## src/tscc_pkg.sv

```systemverilog
// tscc_pkg: constants and types for the temperature sensor configuration control
// assumes a 40 MHz system clock and a synchronous active-high reset
package tscc_pkg;
	// configuration register bit positions
	localparam int CFG_SHUTDOWN_BIT = 0;
	localparam int CFG_INTMODE_BIT = 1;
	localparam int CFG_POLARITY_BIT = 2;
	localparam int CFG_QUEUE_LO_BIT = 3;
	localparam int CFG_QUEUE_HI_BIT = 4;
	localparam int CFG_FORMAT_BIT = 5;
	localparam int CFG_TIMEOUT_BIT = 6;
	localparam int CFG_SINGLE_BIT = 7;
	// power-up values
	localparam logic [7:0] CFG_RESET_NOPIN = 8'h00;
	localparam logic [7:0] CFG_RESET_PIN = 8'h40;
	localparam logic [15:0] TEMP_RESET = 16'h0000;
	localparam logic [15:0] HYST_RESET = 16'h4B00;
	localparam logic [15:0] UPPER_RESET = 16'h5000;
	// extended format offset: 64 degrees in 1/256 degree steps
	localparam logic [16:0] EXT_OFFSET = 17'h04000;
	localparam logic [16:0] NORM_MAX = 17'h07FFF;
	localparam logic [16:0] NORM_MIN = 17'h18000;
	// fault counts per queue code
	localparam logic [2:0] FAULTS_Q0 = 3'h1;
	localparam logic [2:0] FAULTS_Q1 = 3'h2;
	localparam logic [2:0] FAULTS_Q2 = 3'h4;
	localparam logic [2:0] FAULTS_Q3 = 3'h6;
	// bus timeout
	localparam int CLK_HZ = 40000000;
	localparam int TIMEOUT_MS = 50;
	localparam int TIMEOUT_CYCLES = CLK_HZ / 1000 * TIMEOUT_MS;
	localparam int TO_W = 22;

	typedef enum logic [1:0] {
		TSCC_IDLE = 2'b00,
		TSCC_CONV = 2'b01,
		TSCC_SHDN = 2'b11
	} tscc_state_t;

	// register write port
	typedef struct packed {
		logic cfg_we;
		logic hyst_we;
		logic upper_we;
		logic [15:0] data;
	} tscc_wr_t;

	// result from the converter, in true 1/256 degree units, signed 17 bits
	typedef struct packed {
		logic done;
		logic [16:0] value;
	} tscc_conv_t;
endpackage

```

## src/tscc_fmt.sv

```systemverilog
// tscc_fmt: maps a true temperature to its stored 16-bit encoding
// assumes a signed 17-bit value in 1/256 degree steps
`timescale 1ns/100ps
module tscc_fmt
(
	input wire logic [16:0] true_value,
	input wire logic extended,
	output logic [15:0] coded
);
	import tscc_pkg::*;
	logic [16:0] shifted;

	always_comb
	begin
		shifted = extended ? true_value - EXT_OFFSET : true_value;
		// clamp to the 16-bit two's complement range
		if (!shifted[16] && shifted > NORM_MAX)
			coded = NORM_MAX[15:0];
		else if (shifted[16] && shifted < NORM_MIN)
			coded = NORM_MIN[15:0];
		else
			coded = shifted[15:0];
	end
endmodule // tscc_fmt

```

## src/tscc_ctrl.sv

```systemverilog
// tscc_ctrl: configuration register, data format, fault queue, over-temp output,
// shutdown and single conversion, bus timeout
// assumes the serial front end decodes register writes/reads and the converter
// reports each finished conversion with a one-cycle done pulse
`timescale 1ns/100ps
module tscc_ctrl
#(
	parameter bit HAS_RESET_PIN = 1'b0,
	parameter int TIMEOUT_CNT = tscc_pkg::TIMEOUT_CYCLES
)
(
	input wire logic clk,
	input wire logic rst,
	input wire logic reset_pin_n,
	input wire logic sda_in,
	input wire tscc_pkg::tscc_wr_t wr,
	input wire logic reg_read,
	input wire tscc_pkg::tscc_conv_t conv,
	output logic [7:0] cfg_rd,
	output logic [15:0] temp_rd,
	output logic [15:0] hyst_rd,
	output logic [15:0] upper_rd,
	output logic conv_start,
	output logic shutdown_active,
	output logic serial_reset,
	output logic overtemp_output_o,
	output logic overtemp_output_oe
);
	import tscc_pkg::*;

	////////////////////////////////////////////////////////////////////////////
	// input synchronisers and combined reset
	logic [1:0] rpin_sync_reg;
	logic [1:0] sda_sync_reg;
	logic rpin_n;
	logic sda_s;
	logic srst;

	always_ff @(posedge clk)
	begin
		rpin_sync_reg <= {rpin_sync_reg[0], reset_pin_n};
		sda_sync_reg <= {sda_sync_reg[0], sda_in};
	end

	assign rpin_n = rpin_sync_reg[1];
	assign sda_s = sda_sync_reg[1];
	assign srst = rst || (HAS_RESET_PIN && !rpin_n);

	////////////////////////////////////////////////////////////////////////////
	// configuration register
	logic [7:0] cfg_reg;
	logic [7:0] cfg_reset;
	tscc_state_t state_reg;
	logic in_shdn;
	logic conv_done_single;

	assign cfg_reset = HAS_RESET_PIN ? CFG_RESET_PIN : CFG_RESET_NOPIN;
	assign in_shdn = (state_reg == TSCC_SHDN);
	assign conv_done_single = conv.done && cfg_reg[CFG_SINGLE_BIT];

	always_ff @(posedge clk)
	begin
		if (srst)
			cfg_reg <= cfg_reset;
		else if (wr.cfg_we)
		begin
			cfg_reg[6:0] <= wr.data[6:0];
			// only honoured from shutdown, and not while a single shot runs
			if (wr.data[CFG_SINGLE_BIT] && in_shdn)
				cfg_reg[CFG_SINGLE_BIT] <= 1'b1;
			else if (conv_done_single)
				cfg_reg[CFG_SINGLE_BIT] <= 1'b0;
		end
		else if (conv_done_single)
			cfg_reg[CFG_SINGLE_BIT] <= 1'b0;
	end

	////////////////////////////////////////////////////////////////////////////
	// conversion sequencing
	always_ff @(posedge clk)
	begin
		if (srst)
			state_reg <= TSCC_IDLE;
		else
			case (state_reg)
				TSCC_IDLE:
					state_reg <= TSCC_CONV;
				TSCC_CONV:
					if (conv.done)
						// finish the running conversion before stopping
						state_reg <= (cfg_reg[CFG_SHUTDOWN_BIT] || cfg_reg[CFG_SINGLE_BIT])
							? TSCC_SHDN : TSCC_IDLE;
				TSCC_SHDN:
					if (wr.cfg_we && wr.data[CFG_SINGLE_BIT])
						state_reg <= TSCC_IDLE;
					else if (!cfg_reg[CFG_SHUTDOWN_BIT])
						state_reg <= TSCC_IDLE;
				default:
					state_reg <= TSCC_IDLE;
			endcase
	end

	always_ff @(posedge clk)
	begin
		if (srst)
			conv_start <= 1'b0;
		else
			conv_start <= (state_reg == TSCC_IDLE);
	end

	always_ff @(posedge clk)
	begin
		if (srst)
			shutdown_active <= 1'b0;
		else
			shutdown_active <= in_shdn;
	end

	////////////////////////////////////////////////////////////////////////////
	// data format and stored temperature
	logic fmt_reg;
	logic [15:0] temp_reg;
	logic [15:0] coded;

	tscc_fmt u_fmt
	(
		.true_value(conv.value),
		.extended(fmt_reg),
		.coded(coded)
	);

	// format in use by stored data follows the bit only on a finished conversion
	always_ff @(posedge clk)
	begin
		if (srst)
			fmt_reg <= 1'b0;
		else if (conv.done)
			fmt_reg <= cfg_reg[CFG_FORMAT_BIT];
	end

	always_ff @(posedge clk)
	begin
		if (srst)
			temp_reg <= TEMP_RESET;
		else if (conv.done)
			temp_reg <= coded;
	end

	////////////////////////////////////////////////////////////////////////////
	// threshold registers
	logic [15:0] hyst_reg;
	logic [15:0] upper_reg;

	always_ff @(posedge clk)
	begin
		if (srst)
			hyst_reg <= HYST_RESET;
		else if (wr.hyst_we)
			hyst_reg <= wr.data;
	end

	always_ff @(posedge clk)
	begin
		if (srst)
			upper_reg <= UPPER_RESET;
		else if (wr.upper_we)
			upper_reg <= wr.data;
	end

	// thresholds use the same encoding as the new sample
	logic above_upper;
	logic below_hyst;
	assign above_upper = $signed(coded) > $signed(upper_reg);
	assign below_hyst = $signed(coded) < $signed(hyst_reg);

	////////////////////////////////////////////////////////////////////////////
	// fault queue
	logic [2:0] need;
	logic [2:0] hi_cnt_reg;
	logic [2:0] lo_cnt_reg;
	logic [1:0] queue_prev_reg;
	logic queue_chg;

	always_comb
	begin
		case (cfg_reg[CFG_QUEUE_HI_BIT:CFG_QUEUE_LO_BIT])
			2'h0: need = FAULTS_Q0;
			2'h1: need = FAULTS_Q1;
			2'h2: need = FAULTS_Q2;
			2'h3: need = FAULTS_Q3;
			default: need = FAULTS_Q0;
		endcase
	end

	always_ff @(posedge clk)
	begin
		if (srst)
			queue_prev_reg <= 2'h0;
		else
			queue_prev_reg <= cfg_reg[CFG_QUEUE_HI_BIT:CFG_QUEUE_LO_BIT];
	end

	assign queue_chg = queue_prev_reg != cfg_reg[CFG_QUEUE_HI_BIT:CFG_QUEUE_LO_BIT];

	// consecutive counts for over-limit and under-hysteresis results
	always_ff @(posedge clk)
	begin
		if (srst || queue_chg)
			hi_cnt_reg <= 3'h0;
		else if (conv.done)
			hi_cnt_reg <= above_upper ? ((hi_cnt_reg == need) ? need : hi_cnt_reg + 3'h1)
				: 3'h0;
	end

	always_ff @(posedge clk)
	begin
		if (srst || queue_chg)
			lo_cnt_reg <= 3'h0;
		else if (conv.done)
			lo_cnt_reg <= below_hyst ? ((lo_cnt_reg == need) ? need : lo_cnt_reg + 3'h1)
				: 3'h0;
	end

	logic hi_trip;
	logic lo_trip;
	assign hi_trip = conv.done && above_upper && (hi_cnt_reg + 3'h1 >= need);
	assign lo_trip = conv.done && below_hyst && (lo_cnt_reg + 3'h1 >= need);

	////////////////////////////////////////////////////////////////////////////
	// over-temperature output
	logic ot_reg;
	logic arm_low_reg;

	always_ff @(posedge clk)
	begin
		if (srst)
		begin
			ot_reg <= 1'b0;
			arm_low_reg <= 1'b0;
		end
		else if (!cfg_reg[CFG_INTMODE_BIT])
		begin
			arm_low_reg <= 1'b0;
			if (hi_trip)
				ot_reg <= 1'b1;
			else if (lo_trip)
				ot_reg <= 1'b0;
		end
		else if (in_shdn)
			ot_reg <= 1'b0;
		else if (!arm_low_reg && hi_trip)
		begin
			ot_reg <= 1'b1;
			arm_low_reg <= 1'b1;
		end
		else if (arm_low_reg && lo_trip)
		begin
			ot_reg <= 1'b1;
			arm_low_reg <= 1'b0;
		end
		else if (reg_read)
			ot_reg <= 1'b0;
	end

	// open drain: drive low whenever the output level is low, asserted or not
	always_ff @(posedge clk)
	begin
		if (srst)
		begin
			overtemp_output_o <= 1'b0;
			overtemp_output_oe <= 1'b0;
		end
		else
		begin
			overtemp_output_o <= 1'b0;
			overtemp_output_oe <= (ot_reg != cfg_reg[CFG_POLARITY_BIT]);
		end
	end

	////////////////////////////////////////////////////////////////////////////
	// bus timeout
	logic [TO_W-1:0] to_cnt_reg;

	always_ff @(posedge clk)
	begin
		if (srst || sda_s || cfg_reg[CFG_TIMEOUT_BIT])
			to_cnt_reg <= '0;
		else if (to_cnt_reg != TIMEOUT_CNT[TO_W-1:0])
			to_cnt_reg <= to_cnt_reg + 1'b1;
	end

	always_ff @(posedge clk)
	begin
		if (srst)
			serial_reset <= 1'b1;
		else
			serial_reset <= !cfg_reg[CFG_TIMEOUT_BIT]
				&& to_cnt_reg == TIMEOUT_CNT[TO_W-1:0] - 1'b1;
	end

	////////////////////////////////////////////////////////////////////////////
	// read-back
	always_ff @(posedge clk)
	begin
		if (srst)
		begin
			cfg_rd <= cfg_reset;
			temp_rd <= TEMP_RESET;
			hyst_rd <= HYST_RESET;
			upper_rd <= UPPER_RESET;
		end
		else
		begin
			cfg_rd <= cfg_reg;
			temp_rd <= temp_reg;
			hyst_rd <= hyst_reg;
			upper_rd <= upper_reg;
		end
	end
endmodule // tscc_ctrl

```

## config.mk

```make
export PLATFORM = sky130hd
export DESIGN_NAME = tscc_ctrl
export DESIGN_NICKNAME = d
export VERILOG_FILES = /design/src/tscc_pkg.sv /design/src/tscc_fmt.sv /design/src/tscc_ctrl.sv
export SDC_FILE = /design/constraint.sdc
export NUM_CORES = 1
export LEC_CHECK = 0
export BUFFER_PORTS_ARGS = -buffer_cell sky130_fd_sc_hd__buf_4
export CELL_PAD_IN_SITES_DETAIL_PLACEMENT = 0
export CELL_PAD_IN_SITES_GLOBAL_PLACEMENT = 1
export CORE_MARGIN = 2
export CORE_UTILIZATION = 39
export DETAILED_ROUTE_END_ITERATION = 12
export PLACE_DENSITY_LB_ADDON = 0.2
export SLEW_MARGIN = 20
export SYNTH_ARGS = -nofsm -noshare
export SYNTH_HDL_FRONTEND = slang
export SYNTH_SLANG_ARGS = --single-unit
```

## constraint.sdc

```tcl
create_clock -name clk -period 2.95 [get_ports clk]
set_clock_uncertainty 0.05 [all_clocks]
set_input_delay 0.1475 -clock clk [delete_from_list [all_inputs] [get_ports clk]]
set_output_delay 0.1475 -clock clk [all_outputs]
set_load 0.02 [all_outputs]
```

==> out/results.ini <==
[placed_design]
detailedPlacementHpwl_um = 11400
gp_congestion = 0.812
preCtsSetupSlack_ns = -0.212
dp.cells = 1018
dpl-instance-area_um2 = 7620
place.port_buffers = 100

[synthesis]
synth_top_area_cell = dfxtp_1
synth-compound-area-share = 0.0990
synth.mux.area_fraction = 0.0842
yosysWarnings = 0
post_synth_inst_count = 692
synth_enable_flop_cells = 0
avgSynthCellArea_um2 = 9.32
synth_area_um2 = 6450
async_flop_share = 0
yosys.area_share.adder = 0.0815
synthesis.nets = 776
largest_family_of_logic_cells_by_synthesized_area = simple AND/OR/NAND/NOR gates
synth_simple_gate_area_share = 0.181
synth_top_cells_by_area = dfxtp_1 47%, ha_1 8.2%, mux2i_1 8.1%
dominantRegCellSynth = dfxtp_1
synth-xor-area-share = 0.0380
yosysSeqAreaShare = 0.469
synth_seq_cells = 151
synth_cell_type_count = 55
area_share_of_the_largest_cell_type_after_synthesis = 0.469

[pwr]
peakVddDrop_mv = 0.446
p_leak_nw = 3.84
powerDensity_nw_per_um2 = 622

[drt]
detail_route.drc_violations = 0
antenna_left = 0
routed_wl_met3_um = 613
route.layer.met1.wl_um = 7630
drt_pass1_iterations = 5
route.detailed.wl_per_inst_um = 14.8
viasPerCell = 4.87
detailroute.via_count = 5215
route.top_layer_used = met4
drt-initial-drc-count = 327
met2WireLength_um = 7350
route.final.wire_length_um = 15900

[timing]
rsz0062_at_grt = true
final_max_slew_viol_count = 0
finalSetupViolCount = 0
slew_headroom = 0.487
finalCritPeriodShare = 0.969
achievable-frequency_ghz = 0.350
post-route-min-period_ns = 2.86
hold_viol_final = 0
worst_pin_slew_ns = 0.769
setup_slack_ns = 0.0913

[floorplanning]
floorplan.die_area_um2 = 17600
placement_rows = 47
i_o_pin_count = 103
floorplan.die.width_um = 133
dieHeight_um = 133
core-area_um2 = 16300
initial_util = 0.394

[worst_setup_path]
arrival_ns = 3.17
crit_required_ns = 3.26
slowest_cell_on_the_critical_path = dfxtp_4
path_cells = nand2_4 > xnor2_4 > nand2_2 > buf_4 > a21o_1 > ha_1 > nand4_1 > nor2_2 > nand3_2 > a31oi_4 > o22ai_4 > a2111oi_2 > nand4b_1
r2r.worst_path.cells = 13
timing_worst_setup_path_type = flop to flop
setup.worst_path.end_class = flop
critPathMaxFanout = 6
start_kind = flop
crit_path_max_incr_delay_ns = 0.39

[final_layout]
insertedDiodeCount = 0
syn2layout_area_growth_pct = 36.8
drive_above_1_share = 0.264
final_cell_count_no_fill = 1070
final_net_count = 922
largest_register_ff_count = 22
most_used_cells_in_the_layout_excluding_fill_and_tap_cells = 150 x dfxtp_1, 136 x buf_4, 114 x nor2_1
layout_commonest_cell = dfxtp_1
finish.utilization = 0.540
post-route-cell-area_um2 = 8820
num-fill-cells = 1526

[clock_network]
clk_root_buffer_cell = clkbuf_16
number_of_buffers_added_by_the_clock_tree_synthesis_step = 17
clock-sinks = 151
cts_tree = yes
clockBufferDepth = 2
insertion_delay_ns = 0.43
clk_transition_reported_paths_ns = 0.07
htreeDepth = 4

[job]
cap_viol_max_count = 0

[status]
result_of_the_run = finished, final reports clean

[grt]
grt_pass1_wl_um = 25300
grt_antenna_before_repair = 0
grt_util_all_layers = 0.182
grt-ovfl-total = 0
pin_count_of_the_biggest_net_entering_global_routing = 41
first_global_vias = 5117

[hold_path]
cells_on_worst_hold_path = 4
tightest_hold_check_type = input port to flop

[cells by family (layout without fill, tap and decap cells)]
kind of cell | Yosys count | after routing
DFF | 151 | 151
AOI/OAI and AO/OA | 89 | 89
adders and majority gates | 42 | 42
other | 1 | 1
and+or+nand+nor | 250 | 250
xor gates and xnor gates | 28 | 28
muxes | 54 | 54
buffers and inverters | 77 | 235
[through the flow]
step / hold WS, ns / setup TNS (ns) / total power (W)
floorplan: 0.125 / 0 / 0.00264
finish: 0.0123 / 0 / 0.00549
global placement: 0.202 / -0.421 / 0.00291
global route: 0.0210 / -0.146 / 0.00570
detailed placement: 0.203 / -0.978 / 0.00292
CTS: 0.00264 / 0 / 0.00545
[metal layers]
| layer | GRT usage | vias to the layer above |
|---|---|---|
| met2 | 0.288 | 118 |
| met1 | 0.240 | 2448 |
| met5 | 0 | - |
| met4 | 0.0765 | 0 |
| li1 | - | 2623 |
| met3 | 0.0410 | 26 |
[critical path: cells and delay by family, from the launching register on]
| kind | cells | cell delay (ns) |
|---|---|---|
| buffers and inverters | 1 | 0.17 |
| AOI/OAI and AO/OA | 4 | 0.82 |
| DFF | 1 | 0.39 |
| xor gates and xnor gates | 1 | 0.21 |
| and+or+nand+nor | 6 | 0.83 |
| adders and majority gates | 1 | 0.32 |
[worst paths after layout]
kind / start / endpoint / slack [ns]
worst max-delay path: fmt_reg / ot_reg / 0.09
worst min-delay path: reg_read / ot_reg / 0.01
worst max register to register: fmt_reg / ot_reg / 0.09
worst min register to register: sda_sync_reg[0] / sda_sync_reg[1] / 0.28
[cells in the mapped netlist, types with 2 or more instances]
cell / n
o21a_1: 14
ha_1: 42
or3_1: 4
a211oi_1: 4
o211ai_1: 6
a21o_1: 6
clkbuf_1: 22
inv_1: 46
nor4_1: 2
and3_1: 5
a21oi_1: 27
o31ai_1: 2
a31oi_1: 2
nand4_1: 8
mux2i_1: 52
nand4b_1: 2
buf_2: 2
o21ai_0: 11
xnor2_1: 9
nand3_1: 21
buf_1: 4
nand2_1: 32
and4_1: 3
xor2_1: 19
nor3_1: 14
nor2_1: 118
nor4b_1: 2
nand2b_1: 7
buf_4: 2
nor2b_1: 28
dfxtp_1: 151
mux2_2: 2
[area by class of cell]
cell class,count,area [um^2],area share
inverter,47,179,0.0203
clock buffer,17,425,0.0482
sequential,151,3030,0.343
tap,220,275,0.0312
clock inverter,14,249,0.0282
timing repair buffer,157,1240,0.140
multi-input combinational,464,3430,0.389
[power breakdown]
| group | switching, W | internal [W] |
|---|---|---|
| registers | 0.0000504 | 0.00213 |
| logic | 0.000428 | 0.000392 |
| clock network | 0.000892 | 0.00159 |
| total | 0.00137 | 0.00412 |
[repair_timing]
action	4_1_cts	5_1_grt
pin swaps	2	23
gates resized for setup	7	53
endpoints found under the setup margin	6	8
hold buffers	17	0
buffers inserted	3	1
endpoints found under the hold margin	41	0
No activity file was read; power rests on OpenSTA's default activity.
